**src/common/nsov_consts.vh**
```
// Function
// RULE_01: decide start from negative sequence RMS only
// RULE_02: start when voltage exceeds percent threshold
// RULE_03: count elapsed milliseconds against delay setting
// RULE_04: trip once delay reached while started
// RULE_05: internal start and trip status outputs
// RULE_06: start-only flag suppresses general trip
// RULE_07: block input forces start and trip off
// RULE_08: general outputs combine status, flag, block
// RULE_09: operation parameter disables whole function
// RULE_10: drop below threshold or block clears all
`ifndef NSOV_CONSTS_VH
`define NSOV_CONSTS_VH
// register byte offsets
`define NSOV_OFS_CTRL 8'h00
`define NSOV_OFS_STVOL 8'h04
`define NSOV_OFS_DELAY 8'h08
`define NSOV_OFS_STAT 8'h0C
`define NSOV_OFS_VNEG 8'h10
// control fields
`define NSOV_CTRL_EN 0
`define NSOV_CTRL_STONLY 1
// status fields
`define NSOV_ST_START 0
`define NSOV_ST_TRIP 1
`define NSOV_ST_GST 2
`define NSOV_ST_GTR 3
// reset values
`define NSOV_RST_CTRL 2'h0
`define NSOV_RST_STVOL 6'h1E
`define NSOV_RST_DELAY 16'h0064
// timing
`define NSOV_CLK_HZ 100000000
`define NSOV_TICK_MS 1
// axi responses
`define NSOV_RESP_OKAY 2'h0
`define NSOV_RESP_SLVERR 2'h2
`endif

```
**src/rtl/nsov_top.v**
```verilog
`timescale 1ns/1ps
`include "nsov_consts.vh"
module nsov_top #(
	// clock cycles per millisecond of delay
	parameter TICK_CYCLES = (`NSOV_CLK_HZ / 1000) * `NSOV_TICK_MS,
	// width of the voltage word
	parameter VW = 16
) (
	// clock and reset
	input wire aclk,
	input wire aresetn,
	// axi4-lite write address
	input wire [7:0] s_axi_awaddr,
	input wire s_axi_awvalid,
	output reg s_axi_awready,
	// axi4-lite write data
	input wire [31:0] s_axi_wdata,
	input wire [3:0] s_axi_wstrb,
	input wire s_axi_wvalid,
	output reg s_axi_wready,
	// axi4-lite write response
	output reg [1:0] s_axi_bresp,
	output reg s_axi_bvalid,
	input wire s_axi_bready,
	// axi4-lite read address
	input wire [7:0] s_axi_araddr,
	input wire s_axi_arvalid,
	output reg s_axi_arready,
	// axi4-lite read data
	output reg [31:0] s_axi_rdata,
	output reg [1:0] s_axi_rresp,
	output reg s_axi_rvalid,
	input wire s_axi_rready,
	// negative sequence voltage, percent of nominal, same clock
	input wire [VW-1:0] neg_seq_voltage,
	// external block, from a pin
	input wire block_input,
	// status outputs
	output reg start_status_r,
	output reg trip_status_r,
	output reg general_start_out,
	output reg general_trip_out
);
	// register state
	reg [1:0] ctrl_r;
	reg [5:0] stvol_r;
	reg [15:0] delay_r;
	// delay timer: cycles within a millisecond, then elapsed milliseconds
	reg [31:0] tick_cnt_r;
	reg [15:0] ms_cnt_r;
	// block synchroniser stages and filtered level
	reg blk_s1_r;
	reg blk_s2_r;
	reg blk_s3_r;
	reg blk_r;
	// write address and data held until both have arrived
	reg aw_hold_r;
	reg w_hold_r;
	reg [7:0] aw_addr_r;
	reg [31:0] w_data_r;
	reg [3:0] w_strb_r;
	// decoded control bits
	wire en = ctrl_r[`NSOV_CTRL_EN];
	wire stonly = ctrl_r[`NSOV_CTRL_STONLY];
	// merge byte lanes into a word
	function [31:0] nsov_merge;
		input [31:0] old;
		input [31:0] nw;
		input [3:0] strb;
		integer i;
		begin
			nsov_merge = old;
			for (i = 0; i < 4; i = i + 1) begin
				if (strb[i])
					nsov_merge[i*8 +: 8] = nw[i*8 +: 8];
			end
		end
	endfunction
	// pickup compare on negative sequence rms only
	wire above = (neg_seq_voltage > {{(VW-6){1'b0}}, stvol_r}); // RULE_01 RULE_02
	wire active = en & ~blk_r & above; // RULE_09 RULE_07 RULE_10
	// end of one millisecond of clock cycles
	wire tick = (tick_cnt_r == TICK_CYCLES - 1);
	// a write completes once address and data are present and no response is pending
	wire do_wr = (aw_hold_r | s_axi_awvalid) & (w_hold_r | s_axi_wvalid) & ~s_axi_bvalid;
	// payload from the held copy or straight from the bus
	wire [7:0] wa = aw_hold_r ? aw_addr_r : s_axi_awaddr;
	wire [31:0] wd = w_hold_r ? w_data_r : s_axi_wdata;
	wire [3:0] ws = w_hold_r ? w_strb_r : s_axi_wstrb;
	// register images after byte-lane merge
	wire [31:0] ctrl_m = nsov_merge({30'h0, ctrl_r}, wd, ws);
	wire [31:0] stv_m = nsov_merge({26'h0, stvol_r}, wd, ws);
	wire [31:0] dly_m = nsov_merge({16'h0, delay_r}, wd, ws);
	// block input synchroniser, change taken when stages two and three agree
	// the first stage is read only by the second, never by logic
	always @(posedge aclk) begin
		if (!aresetn) begin
			blk_s1_r <= 1'b0;
			blk_s2_r <= 1'b0;
			blk_s3_r <= 1'b0;
			blk_r <= 1'b0;
		end else begin
			blk_s1_r <= block_input;
			blk_s2_r <= blk_s1_r;
			blk_s3_r <= blk_s2_r;
			if (blk_s2_r == blk_s3_r)
				blk_r <= blk_s3_r;
		end
	end
	// the counter saturates at the delay so a long fault cannot wrap it
	// and a change of the delay setting while started takes effect at once
	// delay timer and internal statuses
	always @(posedge aclk) begin
		if (!aresetn || !active) begin
			tick_cnt_r <= 32'h0; // RULE_10
			ms_cnt_r <= 16'h0;
			start_status_r <= 1'b0;
			trip_status_r <= 1'b0;
		end else begin
			start_status_r <= 1'b1; // RULE_02 RULE_05
			// free-running millisecond prescaler while started
			tick_cnt_r <= tick ? 32'h0 : tick_cnt_r + 32'h1;
			if (tick && ms_cnt_r < delay_r)
				ms_cnt_r <= ms_cnt_r + 16'h1; // RULE_03
			// trip raised the edge after the count reaches the delay
			if (ms_cnt_r >= delay_r)
				trip_status_r <= 1'b1; // RULE_04 RULE_05
		end
	end
	// gated by the same active term so a block drops them with the statuses
	// general outputs
	always @(posedge aclk) begin
		if (!aresetn) begin
			general_start_out <= 1'b0;
			general_trip_out <= 1'b0;
		end else begin
			general_start_out <= active & start_status_r; // RULE_08 RULE_07
			general_trip_out <= active & trip_status_r & ~stonly; // RULE_06 RULE_08
		end
	end
	// axi write channel
	always @(posedge aclk) begin
		if (!aresetn) begin
			s_axi_awready <= 1'b1;
			s_axi_wready <= 1'b1;
			s_axi_bvalid <= 1'b0;
			s_axi_bresp <= `NSOV_RESP_OKAY;
			aw_hold_r <= 1'b0;
			w_hold_r <= 1'b0;
			aw_addr_r <= 8'h0;
			w_data_r <= 32'h0;
			w_strb_r <= 4'h0;
			ctrl_r <= `NSOV_RST_CTRL;
			stvol_r <= `NSOV_RST_STVOL;
			delay_r <= `NSOV_RST_DELAY;
		end else if (do_wr) begin
			aw_hold_r <= 1'b0;
			w_hold_r <= 1'b0;
			s_axi_awready <= 1'b0;
			s_axi_wready <= 1'b0;
			s_axi_bvalid <= 1'b1;
			s_axi_bresp <= `NSOV_RESP_OKAY;
			// read-only and unmapped offsets leave the registers alone
			case (wa)
				`NSOV_OFS_CTRL: ctrl_r <= ctrl_m[1:0]; // RULE_09 RULE_06
				`NSOV_OFS_STVOL: stvol_r <= stv_m[5:0];
				`NSOV_OFS_DELAY: delay_r <= dly_m[15:0];
				`NSOV_OFS_STAT, `NSOV_OFS_VNEG: ;
				default: s_axi_bresp <= `NSOV_RESP_SLVERR;
			endcase
		end else begin
			// take address and data apart when they arrive on separate edges
			if (s_axi_awvalid && s_axi_awready) begin
				aw_hold_r <= 1'b1;
				aw_addr_r <= s_axi_awaddr;
				s_axi_awready <= 1'b0;
			end
			if (s_axi_wvalid && s_axi_wready) begin
				w_hold_r <= 1'b1;
				w_data_r <= s_axi_wdata;
				w_strb_r <= s_axi_wstrb;
				s_axi_wready <= 1'b0;
			end
			// response taken: open both channels for the next write
			if (s_axi_bvalid && s_axi_bready) begin
				s_axi_bvalid <= 1'b0;
				s_axi_awready <= 1'b1;
				s_axi_wready <= 1'b1;
			end
		end
	end
	// axi read channel
	always @(posedge aclk) begin
		if (!aresetn) begin
			s_axi_arready <= 1'b1;
			s_axi_rvalid <= 1'b0;
			s_axi_rdata <= 32'h0;
			s_axi_rresp <= `NSOV_RESP_OKAY;
		end else if (s_axi_arvalid && s_axi_arready) begin
			s_axi_arready <= 1'b0;
			s_axi_rvalid <= 1'b1;
			s_axi_rresp <= `NSOV_RESP_OKAY;
			// data captured at the address edge, stands until rready
			case (s_axi_araddr)
				`NSOV_OFS_CTRL: s_axi_rdata <= {30'h0, ctrl_r};
				`NSOV_OFS_STVOL: s_axi_rdata <= {26'h0, stvol_r};
				`NSOV_OFS_DELAY: s_axi_rdata <= {16'h0, delay_r};
				`NSOV_OFS_STAT: s_axi_rdata <= {28'h0, general_trip_out, general_start_out,
					trip_status_r, start_status_r};
				`NSOV_OFS_VNEG: s_axi_rdata <= {{(32-VW){1'b0}}, neg_seq_voltage};
				default: begin
					s_axi_rdata <= 32'h0;
					s_axi_rresp <= `NSOV_RESP_SLVERR;
				end
			endcase
		end else if (s_axi_rvalid && s_axi_rready) begin
			// response taken: accept the next address
			s_axi_rvalid <= 1'b0;
			s_axi_arready <= 1'b1;
		end
	end
endmodule // nsov_top

```
**config.mk**
```make
export PLATFORM = sky130hd
export DESIGN_NAME = nsov_top
export DESIGN_NICKNAME = d
export VERILOG_FILES = /design/src/rtl/nsov_top.v
export VERILOG_INCLUDE_DIRS = /design/src /design/src/common
export SDC_FILE = /design/constraint.sdc
export NUM_CORES = 1
export LEC_CHECK = 0
export ABC_AREA = 1
export CELL_PAD_IN_SITES_DETAIL_PLACEMENT = 2
export CELL_PAD_IN_SITES_GLOBAL_PLACEMENT = 2
export CORE_MARGIN = 2
export CORE_UTILIZATION = 33
export CTS_BUF_LIST = sky130_fd_sc_hd__clkbuf_8
export DETAILED_ROUTE_END_ITERATION = 10
export DONT_BUFFER_PORTS = 1
export PLACE_DENSITY_LB_ADDON = 0.1
export SLEW_MARGIN = 40
export SYNTH_ARGS = -nofsm -noshare
export SYNTH_HDL_FRONTEND = slang
export SYNTH_SLANG_ARGS = --single-unit
```
**constraint.sdc**
```tcl
create_clock -name aclk -period 1.7 [get_ports aclk]
set_clock_uncertainty 0.2 [all_clocks]
set_input_delay 0.255 -clock aclk [delete_from_list [all_inputs] [get_ports aclk]]
set_output_delay 0.255 -clock aclk [all_outputs]
set_load 0.01 [all_outputs]
```
==> results of run 1 <==
## cells in the mapped netlist, types with 5 or more instances
cell type  number
nand2_2         6
a21oi_1        60
o21ai_0        49
dfxtp_1       131
inv_1         109
o22ai_1        11
buf_4          22
o21ai_1        13
nor3_1         15
inv_2           5
nand3_1        39
xor2_1         19
nand4_1        41
nor2_2          8
ha_1           24
xnor2_1        15
clkbuf_1       16
nor2_1        173
nand2_1       228
buf_2           7
## per-stage QoR
step           worst slack [ps]  instance area, µm²  hold slack (ps)
3_3_place_gp               -201                8710              135
4_1_cts                    -237               10100             3.08
2_1_floorplan             -44.1                7340              153
3_5_place_dp               -349                8710              144
## cells by family after synthesis
kind of cell,Yosys count,synth area share
simple gates,532,0.336
buf+inv,164,0.103
compound gates,143,0.106
flops,131,0.367
xor+xnor,34,0.0417
fa+ha+maj,24,0.0420
mux,3,0.00420
other cells,1,0.000525
## repair_timing
item                                    in CTS
hold buffers                                44
cloned                                       3
resized for setup                          113
buffers inserted                            13
endpoints found under the setup margin      93
pin swaps                                   23
endpoints found under the hold margin       95
==> impl_metrics.ini, run 1 <==
[sta]
endpoint_type = register input
worstEndpointGrtRepair = ms_cnt_r[12]$_SDFFE_PP0P_/D

[placed_design]
gp_congestion = 0.777
dp_hpwl_mm = 21.0
place_inst = 1443
numPortBuffers = 0

[yosys]
ys_seq_area_frac = 0.367
async_reset_ff_frac = 0
ys_ff_latch = 131
syn_avg_cell_area_um2 = 6.92
yosys_warnings = 0
synth_area_leader_cell = dfxtp_1
synthesis.area_um2 = 7140
netlist-cell-type-count = 45
yosys-top-cells-area = dfxtp_1, nand2_1, nor2_1
synth-edff-count = 0
ys.flop_type = dfxtp_1
synth_top_area_frac = 0.367
netlist_instances = 1032

[die]
num_rows = 53
die_width_um = 151
ios = 121
dieHeight_um = 151
initial_core_util = 0.338

[clocking]
cts_htree_levels = 4
clockBufferDepth = 2
clock_sinks = 131
cts_buffers = 17
clockRootBuffer = clkbuf_8

[status]
error = [ERROR DPL-0033] detailed placement checks failed during check placement.
status = did not finish
lastStage = global routing

[global_routing]
grt_max_degree = 62
antenna_found_initial = 2
==> run 2, diff against run 1 <==
CELL_PAD_IN_SITES_DETAIL_PLACEMENT = not set   (was 2)
CELL_PAD_IN_SITES_GLOBAL_PLACEMENT = not set   (was 2)
CORE_UTILIZATION = 40   (was 33)
CTS_BUF_LIST = not set   (was sky130_fd_sc_hd__clkbuf_8)
PLACE_DENSITY_LB_ADDON = 0.15   (was 0.1)
clock period = 2.2 ns   (was 1.7 ns; I/O delays follow)
==> impl_metrics.ini, run 2 <==
[status]
status = complete, no violations

[clocking]
cts_buffers = 17
clockRootBuffer = clkbuf_16
cts.reportedPaths.clkPinSlew_ps = 60
tritoncts = done
clockBufferDepth = 2
clock_latency_ps = 420
clock_sinks = 131
cts_htree_levels = 4

[yosys]
synth_top_area_frac = 0.367
yosys-top-cells-count = nand2_1, nor2_1, dfxtp_1
ys_seq_area_frac = 0.367
synthesis.area_um2 = 7140
syn_avg_cell_area_um2 = 6.92
yosys_warnings = 0
ys.flop_type = dfxtp_1
netlist-cell-type-count = 45
post-synth-top-count-cell = nand2_1
async_reset_ff_frac = 0
ys_ff_latch = 131
yosys-top-cells-area = dfxtp_1, nand2_1, nor2_1
synth-edff-count = 0
synth_area_leader_cell = dfxtp_1
netlist_instances = 1032

[cells_and_area]
final_cell_mix = nand2_1, nor2_1, dfxtp_1
antennaDiodeCount = 0
final_common_cell = nand2_1
syn2layout_area_growth_pct = 19.5
nNetsFinal = 1193
top_register = tick_cnt_r
largest_register_ffs = 32
multiInputGateArea_um2 = 3880
design_area_um2 = 8540
drive_above_1_share = 0.0941
regArea_um2 = 2620
fillers = 1768

[power]
p_int_mw = 4.62
p_sw_frac = 0.240
power.density_nw_per_um2 = 711
clkPwrFrac = 0.509
seqPwrFrac = 0.412
vdd_drop_max_v = 0.000519
pwr-share-comb = 0.079
p_leak_nw = 3.49
p_sw_mw = 1.46

[die]
dieArea_um2 = 18900
initial_core_util = 0.412
ios = 121
die_width_um = 138
dieHeight_um = 138
num_rows = 48
coreArea_um2 = 17400

[routing]
wl_per_cell_um = 14.6
avgViaCountPerCell = 5.00
drc_errors = 0
drtPass1Iterations = 5
dr_total_vias = 6646
drt-initial-drc-count = 587
wirelength_mm = 19.4
ant_nets = 0

[critical_path]
start_kind = flip-flop
path_class = reg -> reg
slowest_stage = dfxtp_1
crit_top_cell = nand2_1
required_ps = 2300
crit_chain = ha_1 > nand2_1 > inv_1 > nand2_1 > a21oi_1 > nor2_4 > nand3_2 > nand2_1 > a21oi_1
ff2ff_path_depth = 9
r2r_slack_ps = 130
crit_family = simple AND/OR/NAND/NOR gates
slowest_delay_ps = 450
r2r_start = ms_cnt_r[11]
crit_arrival_ps = 2160
worstPathMaxFanout = 8
r2r-end = ms_cnt_r[15]
cp.buffers_inverters = 1
cp-end-kind = flip-flop

[placed_design]
dpl_cell_area_um2 = 7450
numPortBuffers = 0
gp_congestion = 0.883
dp_hpwl_mm = 14.0

[sta]
setup_viol = 0
finalCritPeriodShare = 0.941
hold_viol = 0
rsz0062_at_grt = false
fmax_ghz = 0.483
final.setup.tns_ps = 0
post-route-min-period_ps = 2070
maxSlewViolCount = 0
slew_headroom = 0.662
tightest_slew_ps = 501

[global_routing]
antenna_found_initial = 0
grt_pass1_wl_mm = 31.6
grt_usage = 0.216
grt_max_degree = 60
grt_pass1_vias = 6108
grt.overflow.total = 0

[worst_hold_path]
min_path_cells = 2
hold_path_end = s_axi_awready
hp-start = aresetn
hp-class = in -> reg

[flow_run]
max_cap_violations = 0
run 2: cell counts after synthesis:
Identical to the previous run, type by type.
run 2: routing by layer:
metal | global-route usage | vias to the layer above | wire length (µm)
met5 | 0 | - | 0
met1 | 0.310 | 3038 | 9740
met3 | 0.0533 | 15 | 1050
met2 | 0.324 | 161 | 8450
li1 | - | 3432 | -
met4 | 0.0538 | 0 | 170
run 2: how the worst max path moves through the flow:
stage,from,to,slack [ps],depth (start not counted)
floorplan,delay_r[15],ms_cnt_r[3],310,9
global route,stvol_r[3],tick_cnt_r[30],20,11
CTS,stvol_r[3],ms_cnt_r[12],50,8
detailed placement,stvol_r[3],ms_cnt_r[10],80,8
finish,ms_cnt_r[11],ms_cnt_r[15],130,9
global placement,stvol_r[3],ms_cnt_r[13],110,8
run 2: power groups by stage:
stage	Sequential [mW]	Combinational, mW	Clock (mW)
final	2.50	0.478	3.09
after global routing	2.51	0.540	3.23
after CTS	2.50	0.478	3.14
after detailed placement	2.55	0.396	0
after global placement	2.55	0.394	0
after floorplan	2.54	0.332	0
run 2: logic make-up (layout without fill, tap and decap cells):
group | count (synthesis) | count (layout) | synth area share
AO/OA/AOI/OAI | 143 | 143 | 0.106
XOR/XNOR | 34 | 34 | 0.0417
adder cells (fa/ha/maj) | 24 | 24 | 0.0420
buffers and inverters | 164 | 219 | 0.103
flip-flops | 131 | 131 | 0.367
multiplexers | 3 | 3 | 0.00420
other | 1 | 18 | 0.000525
AND/OR/NAND/NOR | 532 | 533 | 0.336
run 2: cell type report:
| type | count | share of cell area |
|---|---|---|
| multi-input combinational | 755 | 0.454 |
| inverter | 116 | 0.0516 |
| timing repair buffer | 72 | 0.0791 |
| clock buffer | 20 | 0.0546 |
| sequential | 131 | 0.307 |
| clock inverter | 11 | 0.0207 |
| tap | 225 | 0.0330 |
run 2: what timing repair did:
action / CTS / global route
gates resized for setup: 0 / 3
hold endpoints to repair: 68 / 0
hold buffers: 40 / 0
endpoints found under the setup margin: 0 / 33
setup buffers: 0 / 1
run 2: stage by stage:
step / setup slack (ps) / instances / power (mW) / hold WS [ps] / utilization
6_report: 131 / 1330 / 6.07 / 19.9 / 0.492
5_1_grt: 18.9 / 1330 / 6.28 / 14.6 / 0.492
4_1_cts: 54.3 / 1328 / 6.12 / 3.00 / 0.490
3_5_place_dp: 84.0 / 1257 / 2.95 / 201 / 0.429
3_3_place_gp: 111 / 1257 / 2.95 / 196 / 0.429
2_1_floorplan: 311 / 1049 / 2.87 / 190 / -
(Power assumes the default switching activity.)
==> run 3, diff against run 2 <==
ABC_AREA = 0   (was 1)
==> impl_metrics.ini, run 3 <==
[routing]
drt-initial-drc-count = 301
avgViaCountPerCell = 5.17
wl_met2_mm = 8.89
drtPass1Iterations = 5
wirelength_mm = 18.3
drc_errors = 0
wl_met3_mm = 1.07
dr_total_vias = 5937
wl_per_cell_um = 15.9
met1Wirelength_mm = 8.03
highest_layer = met4
ant_nets = 0

[global_routing]
grt_max_degree = 32
grt_pass1_wl_mm = 29.0
grt_usage = 0.217
grt.overflow.total = 0
grt_pass1_vias = 5996
antenna_found_initial = 0

[cells_and_area]
syn2layout_area_growth_pct = 44.2
antennaDiodeCount = 0
nNetsFinal = 1020
multiInputGateArea_um2 = 3970
regArea_um2 = 2640
final_cell_mix = buf_4, dfxtp_1, nand2_1
top_register = tick_cnt_r
final_common_cell = buf_4
design_area_um2 = 9270
fillers = 1385
layoutNonFillerInstCount = 1149
drive_above_1_share = 0.328
largest_register_ffs = 32
utilization = 0.588

[yosys]
post-synth-top-count-cell = dfxtp_1
synth_area_leader_cell = dfxtp_1
yosys-top-cells-area = dfxtp_1, nand2_1, ha_1
ys.flop_type = dfxtp_1
netlist-cell-type-count = 56
netlist_instances = 753
yosys_warnings = 0
synthesis.area_um2 = 6430
ys_seq_area_frac = 0.408
synth-edff-count = 0
ys_ff_latch = 131
syn_avg_cell_area_um2 = 8.54
synth_top_area_frac = 0.408
yosys-top-cells-count = dfxtp_1, nand2_1, nor2_1
async_reset_ff_frac = 0

[clocking]
clockRootBuffer = clkbuf_16
cts_buffers = 17
clock_latency_ps = 420
clock_sinks = 131
cts.reportedPaths.clkPinSlew_ps = 60
clockBufferDepth = 2
cts_htree_levels = 4
tritoncts = done

[power]
power.density_nw_per_um2 = 654
pwr-share-comb = 0.067
p_sw_frac = 0.212
vdd_drop_max_v = 0.000538
p_sw_mw = 1.29
clkPwrFrac = 0.527
p_leak_nw = 3.66
p_int_mw = 4.78
seqPwrFrac = 0.406

[sta]
maxSlewViolCount = 0
slew_headroom = 0.626
finalWorstSetupSlack_ps = -142
holdWs_ps = 0.253
final.setup.tns_ps = -1560
setup_viol = 16
fmax_ghz = 0.427
hold_viol = 0
post-route-min-period_ps = 2340
rsz0062_at_grt = true
finalCritPeriodShare = 1.06
tightest_slew_ps = 560

[die]
initial_core_util = 0.408
dieArea_um2 = 17100
ios = 121
num_rows = 46
die_width_um = 131
dieHeight_um = 131
coreArea_um2 = 15800

[worst_hold_path]
min_path_cells = 3
hp-start = s_axi_wdata[3]
hold_path_end = stvol_r[3]
hp-class = in -> reg

[critical_path]
worstPathMaxFanout = 5
r2r_slack_ps = -140
ff2ff_path_depth = 11
crit_arrival_ps = 2450
r2r-end = ms_cnt_r[7]
start_kind = flip-flop
cp-end-kind = flip-flop
required_ps = 2310
path_class = reg -> reg
r2r_start = delay_r[9]

[placed_design]
numPortBuffers = 0
place_inst = 1050
dp_hpwl_mm = 12.2
gp_congestion = 0.790
dpl_cell_area_um2 = 7350

[status]
status = finished with violations
violations = setup timing

[flow_run]
max_cap_violations = 0
==> run 3: cell count changes after synthesis, sizes merged, moves of 12 or more <==
cell	previous run	this run
a211oi	1	22
and2	0	16
inv	114	34
mux2i	3	27
nand2	234	84
nand3	43	21
nand4	43	17
nor2	187	78
nor2b	0	12
nor3	19	6
o21ai	62	41
or3	0	15
==> run 3: cells by family after synthesis <==
logic type / count (synthesis) / share of synthesized area
buffers and inverters: 88 / 0.0675
flip-flops: 131 / 0.408
XOR/XNOR: 31 / 0.0422
AO/OA/AOI/OAI: 149 / 0.145
adder cells (fa/ha/maj): 24 / 0.0467
multiplexers: 35 / 0.0560
other: 1 / 0.000583
AND/OR/NAND/NOR: 294 / 0.234
==> run 3: worst max-delay path by stage <==
stage	slack, ps	endpoint	startpoint	cells after the start
2_1_floorplan	-0.6	ms_cnt_r[1]	delay_r[1]	10
3_3_place_gp	-150	ms_cnt_r[10]	delay_r[13]	9
3_5_place_dp	-250	ms_cnt_r[12]	delay_r[13]	9
4_1_cts	-110	ms_cnt_r[8]	stvol_r[3]	9
5_1_grt	-230	ms_cnt_r[7]	tick_cnt_r[26]	10
6_report	-140	ms_cnt_r[7]	delay_r[9]	11
==> run 3: power groups by stage <==
| stage | Clock, mW | Sequential (mW) | Combinational [mW] |
|---|---|---|---|
| 2_1_floorplan | 0 | 2.50 | 0.248 |
| 3_3_place_gp | 0 | 2.51 | 0.287 |
| 3_5_place_dp | 0 | 2.51 | 0.294 |
| 4_1_cts | 3.24 | 2.46 | 0.386 |
| 5_1_grt | 3.36 | 2.47 | 0.444 |
| 6_report | 3.20 | 2.46 | 0.405 |
==> run 3: repair_timing <==
action | 4_1_cts | 5_1_grt
cloned | 7 | 1
setup endpoints to repair | 63 | 73
resized for setup | 78 | 74
setup buffers | 18 | 3
hold buffers | 38 | 0
hold endpoints to repair | 61 | 0
pin swaps | 76 | 24
==> run 3: layout make-up <==
cell class,instances,share of cell area
flip-flops and latches,131,0.285
multi-input cells,555,0.428
repair buffers,181,0.170
clock buffers,25,0.0545
inverters,34,0.0151
clock inverters,7,0.0179
well taps,216,0.0291
==> run 3: stage by stage <==
step / power (mW) / setup WS, ps
after floorplan: 2.75 / -0.639
after global routing: 6.27 / -228
final: 6.07 / -142
after global placement: 2.79 / -154
after detailed placement: 2.80 / -255
after CTS: 6.09 / -111
==> run 3: critical path: stages, from the launching register on <==
cell and delay, ps:
dfxtp_2 320, inv_1 60, ha_1 290, a21oi_1 140, o21a_1 180, o221ai_2 110
nand4b_1 210, buf_6 160, buf_6 120, buf_4 130, o21ai_0 230, a21oi_2 90
==> run 3: per-layer routing <==
metal,global-route usage,vias up
met5,0,-
met4,0.0720,0
met3,0.0509,23
met2,0.367,172
met1,0.275,2812
li1,-,2930
==> run 4, diff against run 3 <==
CORE_UTILIZATION = 35   (was 40)
==> impl_metrics.ini, run 4 (synthesis gave the netlist of run 3 again) <==
[critical_path]
crit_family = compound AO/OA/AOI/OAI gates
worstPathMaxFanout = 6
start_kind = flip-flop
slowest_stage = or3_4
required_ps = 2350
cp.buffers_inverters = 3
crit_arrival_ps = 2500
slowest_delay_ps = 360
path_class = reg -> reg
crit_chain = inv_2 > ha_4 > a21o_1 > a21oi_2 > o221ai_2 > nand4b_1 > buf_6 > buf_6 > or3_4 > a21oi_2
cp-end-kind = flip-flop

[cells_and_area]
multiInputGateArea_um2 = 4020
fillers = 1685
drive_above_1_share = 0.295
final_cell_mix = dfxtp_1, buf_4, nand2_1
final_common_cell = dfxtp_1
largest_register_ffs = 32
nNetsFinal = 1001
design_area_um2 = 9110
syn2layout_area_growth_pct = 41.7
utilization = 0.505
regArea_um2 = 2640
top_register = tick_cnt_r
antennaDiodeCount = 0
layoutNonFillerInstCount = 1143

[routing]
avgViaCountPerCell = 5.11
drc_errors = 0
met1Wirelength_mm = 8.50
drt-initial-drc-count = 258
highest_layer = met4
drtPass1Iterations = 6
wl_met3_mm = 1.01
dr_total_vias = 5845
wl_met2_mm = 8.68
wirelength_mm = 18.5
ant_nets = 0
wl_per_cell_um = 16.2

[clocking]
clockRootBuffer = clkbuf_16
cts.reportedPaths.clkPinSlew_ps = 60
clock_latency_ps = 420
cts_htree_levels = 4
tritoncts = done
clockBufferDepth = 2
clock_sinks = 131
cts_buffers = 17

[sta]
hold_viol = 0
setup_viol = 18
rsz0062_at_grt = true
holdWs_ps = 21.0
maxSlewViolCount = 0
finalWorstSetupSlack_ps = -151
final.setup.tns_ps = -1760
fmax_ghz = 0.425
tightest_slew_ps = 623
finalCritPeriodShare = 1.07
slew_headroom = 0.584
post-route-min-period_ps = 2350

[power]
p_leak_nw = 3.48
vdd_drop_max_v = 0.000504
power.density_nw_per_um2 = 661

[placed_design]
dp_hpwl_mm = 12.3
numPortBuffers = 0
dpl_cell_area_um2 = 7320
gp_congestion = 0.865
place_inst = 1055

[die]
dieArea_um2 = 19500
dieHeight_um = 140
ios = 121
initial_core_util = 0.357
num_rows = 49
coreArea_um2 = 18000
die_width_um = 140

[worst_hold_path]
hp-class = in -> reg

[global_routing]
antenna_found_initial = 0
grt_pass1_wl_mm = 30.0
grt.overflow.total = 0
grt_max_degree = 32
grt_usage = 0.191
grt_pass1_vias = 5904

[status]
status = finished with violations
violations = setup timing

[flow_run]
max_cap_violations = 0
==> run 4: changes by cell type in the layout (fill, tap and decap cells not counted), moves of 6 or more <==
| cell | delta |
|---|---|
| buf_4 | -11 |
| buf_6 | -8 |
| dfxtp_1 | +6 |
| dfxtp_2 | -6 |
| nor2_1 | +6 |
| nor2_2 | -6 |
| o21ai_0 | +7 |
| o21ai_1 | -6 |
==> run 4: layout make-up <==
class | count | area share
well taps | 229 | 0.0315
flip-flops and latches | 131 | 0.289
clock inverters | 12 | 0.0223
repair buffers | 162 | 0.151
multi-input cells | 555 | 0.441
inverters | 34 | 0.0154
clock buffers | 20 | 0.0490
==> run 4: tightest hold or removal path, delay by kind of cell <==
kind	cells	cell delay, ps
simple gates	1	110
compound gates	2	170
==> run 4: report_power, final <==
part           total [mW]  internal [mW]  switching, mW
Sequential           2.46           2.42         0.0423
Combinational       0.414          0.188          0.226
Clock                3.14           2.05           1.09
Total                6.02           4.66           1.36
==> run 4: layer usage <==
metal / up-vias / GRT usage
met5: - / 0
met4: 0 / 0.0537
met3: 27 / 0.0547
met2: 158 / 0.312
met1: 2764 / 0.249
li1: 2896 / -
==> run 4: timing repair <==
item	in CTS	in global routing
gates resized for setup	68	55
hold endpoints to repair	61	0
endpoints found under the setup margin	70	72
setup buffers	10	2
gates cloned	6	0
pin swaps	84	20
hold buffers	38	0
==> run 4: path summary, 6_finish.rpt <==
kind,startpoint,slack [ps],to,depth (start not counted)
worst max-delay path,delay_r[13],-150,ms_cnt_r[9],10
worst min-delay path,neg_seq_voltage[15],20,s_axi_rdata[15],3
worst max register to register,delay_r[13],-150,ms_cnt_r[9],10
worst min register to register,w_data_r[2],250,w_data_r[2],2
==> run 4: through the flow <==
stage / total power, mW / setup slack (ps)
4_1_cts: 6.05 / -117
3_3_place_gp: 2.79 / -250
2_1_floorplan: 2.75 / -0.639
3_5_place_dp: 2.80 / -363
5_1_grt: 6.23 / -281
6_report: 6.02 / -151
